**src/logic/alsu_params.svh**
```systemverilog
`ifndef ALSU_PARAMS_SVH
`define ALSU_PARAMS_SVH

`define ALSU_NUM_REGS 8
`define ALSU_FLAGS_RST 5'h00
`define ALSU_SMALL_ONE 16'h0001
`define ALSU_SMALL_TWO 16'h0002
`define ALSU_BYTE_ONE 8'h01
`define ALSU_BCD_LO_ADJ 8'h06
`define ALSU_BCD_HI_ADJ 8'h60
`define ALSU_BCD_DIGIT_MAX 4'h9
`define ALSU_BCD_BYTE_MAX 8'h99
`define ALSU_DIV0_QUOT 8'hff

`endif

```
**src/logic/alsu_pkg.sv**
```systemverilog
package alsu_pkg;

    typedef enum logic [4:0] {
        op_add, op_sub, op_add_with_carry, op_sub_with_borrow,
        op_plus_one, op_minus_one_op, op_word_add_small, op_word_sub_small,
        op_decimal_adjust_after_add, op_decimal_adjust_after_sub,
        op_unsigned_multiply, op_unsigned_divide, op_compare_op, op_negate,
        op_and, op_or, op_xor, op_invert,
        op_arith_left_shift, op_arith_right_shift, op_logic_left_shift,
        op_logic_right_shift, op_circular_left, op_circular_right,
        op_carry_ring_left, op_carry_ring_right
    } alsu_op_t;

    // byte register index: [2:0] word register, [3] set selects the low byte
    typedef struct packed {
        alsu_op_t op;
        logic word;
        logic imm_src;
        logic [3:0] dst;
        logic [3:0] src_reg;
        logic [15:0] imm;
    } alsu_req_t;

    typedef struct packed {
        logic done;
        logic illegal;
        logic wrote;
        logic [15:0] result;
    } alsu_rsp_t;

    typedef struct packed {
        logic h;
        logic n;
        logic z;
        logic v;
        logic c;
    } alsu_flags_t;

    typedef struct packed {
        logic valid;
        logic [2:0] idx;
        logic [15:0] data;
    } alsu_load_t;

    typedef enum logic {st_idle, st_exec} alsu_state_t;

endpackage

```
**src/logic/alsu_regfile.sv**
```systemverilog
`timescale 1ns/100ps
`default_nettype none
`include "alsu_params.svh"

module alsu_regfile (
    // clock
    input wire logic clk_i,
    // read ports, data one cycle after the index
    input wire logic [2:0] rd_a_idx_i,
    input wire logic [2:0] rd_b_idx_i,
    output logic [15:0] rd_a_data_o,
    output logic [15:0] rd_b_data_o,
    // write port
    input wire logic wr_en_i,
    input wire logic [2:0] wr_idx_i,
    input wire logic [15:0] wr_data_i
);

    // no reset: general registers power up undefined
    logic [15:0] mem_q [`ALSU_NUM_REGS];

    always_ff @(posedge clk_i)
    begin
        if (wr_en_i)
        begin
            mem_q[wr_idx_i] <= wr_data_i;
        end
        rd_a_data_o <= mem_q[rd_a_idx_i];
        rd_b_data_o <= mem_q[rd_b_idx_i];
    end

endmodule
`default_nettype wire

```
**src/logic/alsu_top.sv**
```systemverilog
`timescale 1ns/100ps
`default_nettype none
`include "alsu_params.svh"

module alsu_top (
    // clock and reset
    input wire logic clk_i,
    input wire logic sys_rst_i,
    // operation request from the decoder
    input wire logic req_valid_i,
    input wire alsu_pkg::alsu_req_t req_i,
    // register and flag loads from the sequencer
    input wire alsu_pkg::alsu_load_t load_i,
    input wire logic flag_wr_i,
    input wire alsu_pkg::alsu_flags_t flag_data_i,
    // status and results
    output logic busy_o,
    output alsu_pkg::alsu_rsp_t rsp_o,
    output alsu_pkg::alsu_flags_t flags_o
);
    import alsu_pkg::*;

    function automatic logic [10:0] add8(input logic [7:0] a, input logic [7:0] b,
                                         input logic ci, input logic sub);
        logic [7:0] bb;
        logic ce;
        logic [8:0] s;
        logic [4:0] hs;
        bb = sub ? ~b : b;
        ce = sub ? ~ci : ci;
        s = {1'h0, a} + {1'h0, bb} + {8'h00, ce};
        hs = {1'h0, a[3:0]} + {1'h0, bb[3:0]} + {4'h0, ce};
        // returns h, v, c, result; c is a borrow when subtracting
        return {hs[4] ^ sub, (a[7] == bb[7]) & (s[7] != a[7]), s[8] ^ sub, s[7:0]};
    endfunction

    function automatic logic [18:0] add16(input logic [15:0] a, input logic [15:0] b,
                                          input logic sub);
        logic [15:0] bb;
        logic [16:0] s;
        logic [12:0] hs;
        bb = sub ? ~b : b;
        s = {1'h0, a} + {1'h0, bb} + {16'h0000, sub};
        hs = {1'h0, a[11:0]} + {1'h0, bb[11:0]} + {12'h000, sub};
        return {hs[12] ^ sub, (a[15] == bb[15]) & (s[15] != a[15]), s[16] ^ sub, s[15:0]};
    endfunction

    function automatic logic [7:0] pick_byte(input logic [15:0] w, input logic lo);
        return lo ? w[7:0] : w[15:8];
    endfunction

    alsu_state_t state_q;
    alsu_req_t req_q;
    logic busy_q;
    alsu_rsp_t rsp_q;
    alsu_flags_t flags_q;

    logic [15:0] a_w;
    logic [15:0] b_w;

    // request taken only while idle; a load is refused while busy
    wire take = req_valid_i & ~busy_q;
    wire in_exec = (state_q == st_exec);
    wire load_ok = load_i.valid & ~busy_q;
    wire flag_ok = flag_wr_i & ~busy_q & ~req_valid_i;

    alsu_op_t op;
    assign op = req_q.op;
    wire is_small = (op == op_word_add_small) | (op == op_word_sub_small);
    wire imm_small = (req_q.imm == `ALSU_SMALL_ONE) | (req_q.imm == `ALSU_SMALL_TWO);
    wire addsub = (op == op_add) | (op == op_sub);
    wire word_op = (req_q.word & (addsub | (op == op_compare_op))) | is_small;
    wire bad_sub_imm = (op == op_sub) & req_q.imm_src;
    wire bad_word_imm = req_q.word & req_q.imm_src & (addsub | (op == op_compare_op));
    wire bad_small = is_small & ~(req_q.imm_src & imm_small);
    wire bad_md = req_q.imm_src & ((op == op_unsigned_multiply) | (op == op_unsigned_divide));
    wire illegal_w = bad_sub_imm | bad_word_imm | bad_small | bad_md;

    // operand selection
    wire [7:0] a8 = pick_byte(a_w, req_q.dst[3]);
    wire [7:0] src8 = pick_byte(b_w, req_q.src_reg[3]);
    wire [7:0] b8 = req_q.imm_src ? req_q.imm[7:0] : src8;
    wire [15:0] b16 = req_q.imm_src ? req_q.imm : b_w;
    wire cf = flags_q.c;

    wire is_neg = (op == op_negate);
    wire is_step = (op == op_plus_one) | (op == op_minus_one_op);
    wire ar_sub = (op == op_sub) | (op == op_sub_with_borrow) | (op == op_minus_one_op)
                | (op == op_compare_op) | is_neg;
    wire ar_ci = ((op == op_add_with_carry) | (op == op_sub_with_borrow)) & cf;
    wire [7:0] ar_a = is_neg ? 8'h00 : a8;
    wire [7:0] ar_b = is_neg ? a8 : (is_step ? `ALSU_BYTE_ONE : b8);
    wire [10:0] sum8 = add8(ar_a, ar_b, ar_ci, ar_sub);
    wire w_sub = (op == op_sub) | (op == op_compare_op) | (op == op_word_sub_small);
    wire [18:0] sum16 = add16(a_w, b16, w_sub);

    // decimal adjust looks at h and c left by the previous add or subtract
    wire daa_lo = flags_q.h | (a8[3:0] > `ALSU_BCD_DIGIT_MAX);
    wire daa_hi = cf | (a8 > `ALSU_BCD_BYTE_MAX);
    wire [7:0] daa_r = a8 + (daa_lo ? `ALSU_BCD_LO_ADJ : 8'h00)
                     + (daa_hi ? `ALSU_BCD_HI_ADJ : 8'h00);
    wire [7:0] das_r = a8 - (flags_q.h ? `ALSU_BCD_LO_ADJ : 8'h00)
                     - (cf ? `ALSU_BCD_HI_ADJ : 8'h00);

    wire [15:0] prod = a8 * src8;
    wire div0 = (src8 == 8'h00);
    wire [15:0] quot16 = div0 ? 16'h0000 : a_w / {8'h00, src8};
    wire [15:0] rem16 = div0 ? a_w : a_w % {8'h00, src8};
    wire [7:0] quot = div0 ? `ALSU_DIV0_QUOT : quot16[7:0];

    logic [7:0] r8;
    logic [15:0] r16;
    logic wr_d;
    alsu_flags_t fl_d;

    always_comb
    begin
        r8 = sum8[7:0];
        r16 = sum16[15:0];
        wr_d = 1'h1;
        fl_d = flags_q;
        case (op)
            op_add, op_sub, op_compare_op, op_add_with_carry, op_sub_with_borrow, op_negate:
            begin
                wr_d = (op != op_compare_op);
                if (word_op)
                begin
                    fl_d.h = sum16[18];
                    fl_d.v = sum16[17];
                    fl_d.c = sum16[16];
                end
                else
                begin
                    fl_d.h = sum8[10];
                    fl_d.v = sum8[9];
                    fl_d.c = sum8[8];
                end
            end
            op_plus_one, op_minus_one_op:
                fl_d.v = sum8[9];
            op_word_add_small, op_word_sub_small:
                fl_d = flags_q;
            op_decimal_adjust_after_add:
            begin
                r8 = daa_r;
                fl_d.c = daa_hi;
            end
            op_decimal_adjust_after_sub:
                r8 = das_r;
            op_unsigned_multiply:
            begin
                r16 = prod;
                fl_d.v = 1'h0;
            end
            op_unsigned_divide:
            begin
                r16 = {rem16[7:0], quot};
                fl_d.v = div0;
            end
            op_and, op_or, op_xor, op_invert:
            begin
                r8 = (op == op_and) ? (a8 & b8) :
                     (op == op_or) ? (a8 | b8) :
                     (op == op_xor) ? (a8 ^ b8) : ~a8;
                fl_d.v = 1'h0;
            end
            op_arith_left_shift, op_logic_left_shift:
            begin
                r8 = {a8[6:0], 1'h0};
                fl_d.c = a8[7];
                fl_d.v = (op == op_arith_left_shift) & (a8[7] ^ a8[6]);
            end
            op_arith_right_shift, op_logic_right_shift:
            begin
                r8 = {(op == op_arith_right_shift) & a8[7], a8[7:1]};
                fl_d.c = a8[0];
                fl_d.v = 1'h0;
            end
            op_circular_left, op_carry_ring_left:
            begin
                r8 = {a8[6:0], (op == op_circular_left) ? a8[7] : cf};
                fl_d.c = a8[7];
                fl_d.v = 1'h0;
            end
            op_circular_right, op_carry_ring_right:
            begin
                r8 = {(op == op_circular_right) ? a8[0] : cf, a8[7:1]};
                fl_d.c = a8[0];
                fl_d.v = 1'h0;
            end
            default:
                wr_d = 1'h0;
        endcase
        // negative and zero follow the stored width of the result, except divide: n from the divisor sign, z set on divide by zero
        if (word_op | (op == op_unsigned_multiply))
        begin
            fl_d.n = r16[15];
            fl_d.z = (r16 == 16'h0000);
        end
        else if (op == op_unsigned_divide)
        begin
            fl_d.n = src8[7];
            fl_d.z = div0;
        end
        else
        begin
            fl_d.n = r8[7];
            // carry chains keep a zero flag cleared earlier, so multi-byte tests work
            fl_d.z = (r8 == 8'h00) & (((op != op_add_with_carry) & (op != op_sub_with_borrow))
                     | flags_q.z);
        end
    end

    wire wide_res = word_op | (op == op_unsigned_multiply) | (op == op_unsigned_divide);
    wire [15:0] wdata = wide_res ? r16
                      : (req_q.dst[3] ? {a_w[15:8], r8} : {r8, a_w[7:0]});
    wire do_wr = in_exec & wr_d & ~illegal_w;
    wire rf_wr = do_wr | (~in_exec & load_ok);
    wire [2:0] rf_idx = in_exec ? req_q.dst[2:0] : load_i.idx;
    wire [15:0] rf_data = in_exec ? wdata : load_i.data;

    alsu_regfile u_regs (
        .clk_i(clk_i),
        .rd_a_idx_i(req_i.dst[2:0]),
        .rd_b_idx_i(req_i.src_reg[2:0]),
        .rd_a_data_o(a_w),
        .rd_b_data_o(b_w),
        .wr_en_i(rf_wr),
        .wr_idx_i(rf_idx),
        .wr_data_i(rf_data)
    );

    always_ff @(posedge clk_i)
    begin
        if (sys_rst_i)
        begin
            state_q <= st_idle;
            busy_q <= 1'h0;
            req_q <= '0;
            rsp_q <= '0;
            flags_q <= `ALSU_FLAGS_RST;
        end
        else
        begin
            state_q <= take ? st_exec : st_idle;
            busy_q <= take;
            if (take)
                req_q <= req_i;
            rsp_q.done <= in_exec;
            if (in_exec)
            begin
                rsp_q.illegal <= illegal_w;
                rsp_q.wrote <= do_wr;
                rsp_q.result <= wr_d ? wdata : r16;
            end
            if (in_exec & ~illegal_w)
                flags_q <= fl_d;
            else if (flag_ok)
                flags_q <= flag_data_i;
        end
    end

    assign busy_o = busy_q;
    assign rsp_o = rsp_q;
    assign flags_o = flags_q;
endmodule
`default_nettype wire

```
**config.mk**
```make
export PLATFORM = sky130hd
export DESIGN_NAME = alsu_top
export DESIGN_NICKNAME = d
export VERILOG_FILES = /design/src/logic/alsu_pkg.sv /design/src/logic/alsu_regfile.sv /design/src/logic/alsu_top.sv
export VERILOG_INCLUDE_DIRS = /design/src /design/src/logic
export SDC_FILE = /design/constraint.sdc
export NUM_CORES = 1
export LEC_CHECK = 0
export ABC_AREA = 1
export BUFFER_PORTS_ARGS = -buffer_cell sky130_fd_sc_hd__buf_2
export CAP_MARGIN = 20
export CORE_MARGIN = 2
export CORE_UTILIZATION = 30
export CTS_CLUSTER_SIZE = 8
export DETAILED_ROUTE_END_ITERATION = 12
export GPL_TIMING_DRIVEN = 0
export PLACE_DENSITY = 0.52
export SYNTH_ARGS = -nofsm -noshare
export SYNTH_HDL_FRONTEND = slang
export SYNTH_SLANG_ARGS = --single-unit
```
**constraint.sdc**
```tcl
create_clock -name clk_i -period 39.8 [get_ports clk_i]
set_input_delay 7.96 -clock clk_i [delete_from_list [all_inputs] [get_ports clk_i]]
set_output_delay 7.96 -clock clk_i [all_outputs]
set_load 0.1 [all_outputs]
```
=== Word level (Yosys, flattened, before mapping) ===
Memory sizes are Yosys's and may differ from the RTL's. A register that Yosys moved wholly into a read port is not among the register bits.
Index checks and enable logic that the tools add are counted.

* Memories: 1
* Output and inout bits: 25
* Register bits after elaboration: 57
* Input port bits: 60
* RAM bits: 128

{| class="wikitable"
|+ Memory list
! memory !! words !! bits a word !! rd ports !! clocked after Yosys merged registers in !! write ports !! line !! text
|-
| u_regs.mem_q || 8 || 16 || 2 || 2 || 1 || alsu_regfile.sv:20 || <nowiki>logic [15:0] mem_q [`ALSU_NUM_REGS];</nowiki>
|}

* Div/mod/pow operators: 2
* Muxes and demuxes: 41
* $mul: 1
* Eq/ne operators: 37
* Reduce and logical (&&, ||, !) cells: 19
* Bitwise logic cells: 62
* Add/sub/neg operators: 12
* $lt $le $gt $ge: 2

{| class="wikitable"
|+ Operators by type and width
! cell !! number
|-
| $mux W16 || 6
|-
| $mux W8 || 12
|-
| $pmux W8 S7 || 1
|-
| $eq A5 B5 Y1 const B || 10
|-
| $eq A5 B4 Y1 const B || 8
|-
| $pmux W16 S2 || 1
|-
| $or A1 B1 Y1 || 23
|-
| $and A1 B1 Y1 || 22
|-
| $eq A5 B3 Y1 const B || 4
|-
| $reduce_or A20 Y1 || 1
|-
| $add A16 B16 Y17 || 1
|-
| $add A17 B1 Y17 || 1
|-
| $div A16 B8 Y16 || 1
|-
| $eq A16 B1 Y1 const B || 1
|-
| $eq A16 B2 Y1 const B || 1
|-
| $logic_not A16 Y1 || 1
|-
| $logic_not A8 Y1 || 2
|-
| $mod A16 B8 Y16 || 1
|-
| $mul A8 B8 Y16 || 1
|-
| $not A16 Y16 || 1
|-
| $not A8 Y8 || 2
|-
| $mux W7 || 2
|-
| $add A12 B12 Y13 || 1
|-
| $add A13 B1 Y13 || 1
|-
| 38 further kinds || 71
|}

=== Longest topological paths before layout ===
* Word-level depth: 14
* Gate-level depth with buffers: 234
* Gate-level depth less buffers: 226

=== By module ===
From an unflattened synthesis, not the netlist that was laid out.

* Cells, all modules: 3249
* Area total of the unflattened synthesis: 21897.3 um^2

{| class="wikitable"
|+ By module, submodules not included
! module !! cells an instance !! area each (um^2) !! instances !! sequential area each (um^2)
|-
| alsu_top || 2348 || 14300.0 || 1 || 1061.0
|-
| alsu_regfile || 901 || 7597.3 || 1 || 4484.3
|}

=== Least setup slack after synthesis ===
OpenSTA, ideal clock, no wires.

* Path kind: reg2reg
* From: reg req_q[19] (netlist bit)
* To: mem u_regs.mem_q[0][15], data pin
* Path buffers: 10
* Library setup time: 0.265 ns
* Cell stages (with the launch flop): 224
* Path slack: 11.206 ns
* Data arrival time: 28.329 ns
* Period minus slack after synthesis: 28.594 ns
* Cell sequence: dfxtp_1 -> buf_6 -> o21ai_1 -> ha_1 -> nor2_1 -> nor2_1 -> nand4_1 -> nand2_1 -> ha_1 -> o21ai_0 -> nand2_1 -> nand3_2 -> nand2_1 -> nand2_1 -> ha_1 -> a21oi_1 -> nand2_1 -> nand2_1 -> [... 188 more ...] -> nor2_4 -> inv_4 -> o21ai_1 -> inv_1 -> ha_1 -> nand2_1 -> nor2_1 -> a211oi_1 -> o21ai_0 -> o21ai_0 -> nand2_1 -> a21oi_2 -> nand2_4 -> nand3_1 -> o211ai_2 -> nand2_1 -> o21ai_1 -> o21ai_0

* Cells in the longest elaborated chain, start to end: 12
* Elaborated cells on any way between the ends: 23
* Those cells by class: add/sub (2); mul (1); div (1); mux (14); bitwise (4); reduce/logical (1)

{| class="wikitable"
|+ Ends and longest elaborated chain
! element !! line !! text
|-
| from (decl) || alsu_top.sv:53 || <nowiki>alsu_req_t req_q;</nowiki>
|-
| from (signal assigned) || alsu_top.sv:248 || <nowiki>req_q <= req_i;</nowiki>
|-
| $mux W8 * || alsu_top.sv:49 || <nowiki>return lo ? w[7:0] : w[15:8];</nowiki>
|-
| branches (longest 9 deep; another with $mod A16 B8 Y16) || n/a ||
|-
| $mux W16 * || alsu_top.sv:215 || <nowiki>wire [15:0] wdata = wide_res ? r16</nowiki>
|-
| $mux W16 * || alsu_top.sv:220 || <nowiki>wire [15:0] rf_data = in_exec ? wdata : load_i.data;</nowiki>
|-
| via rf_data[15] || alsu_top.sv:220 ||
|-
| to (decl) || alsu_regfile.sv:20 ||
|}

Mark *: on every way through the listed nets, which the timed path passes.

=== Worst setup path in the final report ===
* From: reg req_q[19] (netlist bit)
* To: mem u_regs.mem_q[1][11], data pin

Same word-level chain as after synthesis.

==> flow_summary.toml <==
[run_status]
status = "finished clean"

[yosys]
netlist_area_mm2 = 0.02078
yosysSeqAreaShare_pct = 26.69
ys_ff_latch = 213
async_flop_share_pct = 0
syn_inst = 2949
yosysWarnings = 0
synth.avg_cell_area_um2 = 7.046
synth_edf_count = 128
synth.distinct_cells = 61
synth_fp_nets = 3238
synth_flop_cell = "edfxtp_1"

[worst_setup_path]
cp.buffers_inverters = 37
end_kind = "flip-flop"
max_stage_delay_ps = 950
worstPathMaxFanout = 21
cpMaxStageDelayCell = "o21ai_0"
r2r-start = "req_q[19]"
regToRegEndpoint = "u_regs.mem_q[1][11]"
start_kind = "flip-flop"
regToRegSetupSlack_ps = 6090
reg2reg_depth = 217
cp.arrival_ps = 33930
worstPathRequired_ps = 40010
cp_top_family = "compound AO/OA/AOI/OAI gates"
path_class = "flip-flop to flip-flop"
crit_top_cell = "nand2_1"

[placed_design]
placed_area_mm2 = 0.02262
dpl.cell_count = 3980
dpl.hpwl_um = 58160
numPortBuffers = 82
place_congestion = 0.9226

[sta]
hold_viol = 0
finalMaxSlewViolations = 0
rsz0062_at_grt = "false"
fmax_mhz = 29.66
fin_crit_sh_pct = 84.71
fin_setup_tns_ps = 0
hold_ws_ps = 464.0
period_needed_ps = 33710
worst_pin_slew_ps = 1146
setup_viol = 0
fin_skew_ps = 21.57
maxSlewHeadroom_pct = 22.80

[layout]
drive_gt1_share_pct = 8.366
mostFrequentLayoutCells = "553 x nand2_1, 388 x inv_1, 318 x o21ai_0"
final_cell_area_mm2 = 0.02354
diodes = 0
final_common_cell = "nand2_1"
final_cells = 4039
fillers = 7445
area_growth_pct = 13.29
fin_nets = 3375

[detailed_routing]
dr.pass1.iters = 5
ant_nets = 0
via_per_inst = 4.969
wl_per_cell_um = 18.15
drt-initial-drc-count = 1593
route.vias.total = 20070
routed_wl_um = 73310
route.detailed.drc = 0

[global_route]
grt_overflow = 0
antenna_found_initial = 2
grt.total_usage_pct = 20.28
grt_pass1_vias = 19150
grt_pass1_wl_um = 111700
grt_max_degree = 22

[floorplanning]
die_w_um = 267.2
core_area_mm2 = 0.06859
pin_count = 85
dieArea_mm2 = 0.07138
start_util_pct = 30.29
die_h_um = 267.2
std_cell_rows = 96

[clocking]
cts_setup_buffers = 0
path_clk_slew_ps = 60
cts_buffers = 31
cts_resized = 0
clk_latency_ps = 590
h-tree-depth = 1
cts_tree = "built"
cts-root-buf = "clkbuf_16"
numClockSinks = 213
holdBufCountCts = 0
cts_max_path_buffers = 3

[worst_hold_path]
min_to = "rsp_o[13]"
hold_start = "rsp_o[13]"
min_path_type = "flip-flop to flip-flop"
whs_path_depth = 2

[flow_run]
drv_cap = 0
==> metal layers <==
layer	wire [µm]	up-vias	part of all wire, %	global-route usage [%]
li1	-	10160	-	-
met1	32280	9145	44	26.26
met2	33860	612	46	34.37
met3	4305	151	5.9	2.639
met4	2830	4	3.9	7.455
met5	29	-	0.040	0
==> metrics by stage <==
stage	util, %	setup slack [ps]
finish	34.32	6086
floorplan	-	11210
CTS	34.27	6089
detailed placement	32.98	6218
global placement	32.59	4834
global route	34.32	1772
==> cells by family after synthesis <==
logic type / Yosys count / synth area share, %
DFF: 213 / 26.69
and+or+nand+nor: 1123 / 23.81
buffers and inverters: 527 / 9.635
AOI/OAI and AO/OA: 761 / 20.55
xor gates and xnor gates: 96 / 4.047
adders and majority gates: 229 / 15.27
==> final cells by class <==
type                            instances  area, µm²  area share (%)
Inverter                              409       1538           6.533
Buffer                                118      464.2           1.972
Clock inverter                          3      33.78          0.1435
Multi-Input combinational cell       2209      13260           56.33
Tap cell                              931       1165           4.949
Sequential cell                       213       5545           23.56
Clock buffer                           52      854.6           3.630
Timing Repair Buffer                  104      678.2           2.881
==> worst register-to-register path: cells and delay by family (launching register included) <==
kind | cells | cell delay [ps]
flip-flops | 1 | 330
AO/OA/AOI/OAI | 63 | 12040
adder cells (fa/ha/maj) | 15 | 4960
buffers and inverters | 37 | 5350
AND/OR/NAND/NOR | 102 | 10690
==> sequential cells by signal, summed over array words and instances (netlist names) <==
signal and cells:
cf 1, flags_o 4, in_exec 1, op 5, req_q 23, rsp_o 19, u_regs.mem_q 128, u_regs.rd_a_data_o 16
u_regs.rd_b_data_o 16
==> synth_stat cells (all sizes together) (2+ instances only) <==
cell       n  area, µm²
clkinv    11      41.29
nand4     28      175.2
o21a       6      45.04
nor3      22      110.1
xor2      48      420.4
o31ai     12      90.09
dfxtp     85       1702
nand3b    10      87.58
a21oi    224       1136
o2111ai    4      35.03
buf       16      81.32
nand2    583       2303
ha       188       2352
a31oi     35      219.0
nand3    121      725.7
clkbuf   102      382.9
xnor2     48      420.4
edfxtp   128       3844
and2       3      18.77
o21bai    12      90.09
inv      398       1496
o211ai    51      387.9
fa        41      820.8
a21o      24      180.2
a21boi     2      15.01
nor2     315       1270
a221oi     3      26.28
a22oi      3      22.52
or2       30      187.7
o21ai    354       1794
o221ai     5      43.79
nor4      11      68.82
o22ai     18      112.6
a211oi     2      15.01
==> worst max-delay path by stage <==
stage | startpoint | endpoint | slack, ps | depth (start not counted)
after floorplan | req_q[19] | u_regs.mem_q[0][15] | 11210 | 223
after global placement | req_q[19] | u_regs.mem_q[0][9] | 4830 | 220
after detailed placement | req_q[19] | u_regs.mem_q[7][11] | 6220 | 217
after CTS | req_q[19] | u_regs.mem_q[7][11] | 6090 | 217
after global routing | req_q[19] | u_regs.mem_q[1][11] | 1770 | 225
final | req_q[19] | u_regs.mem_q[1][11] | 6090 | 217
Power is not shown: default switching activity piles up to over one toggle a cycle in this logic, so the estimate is an artifact.
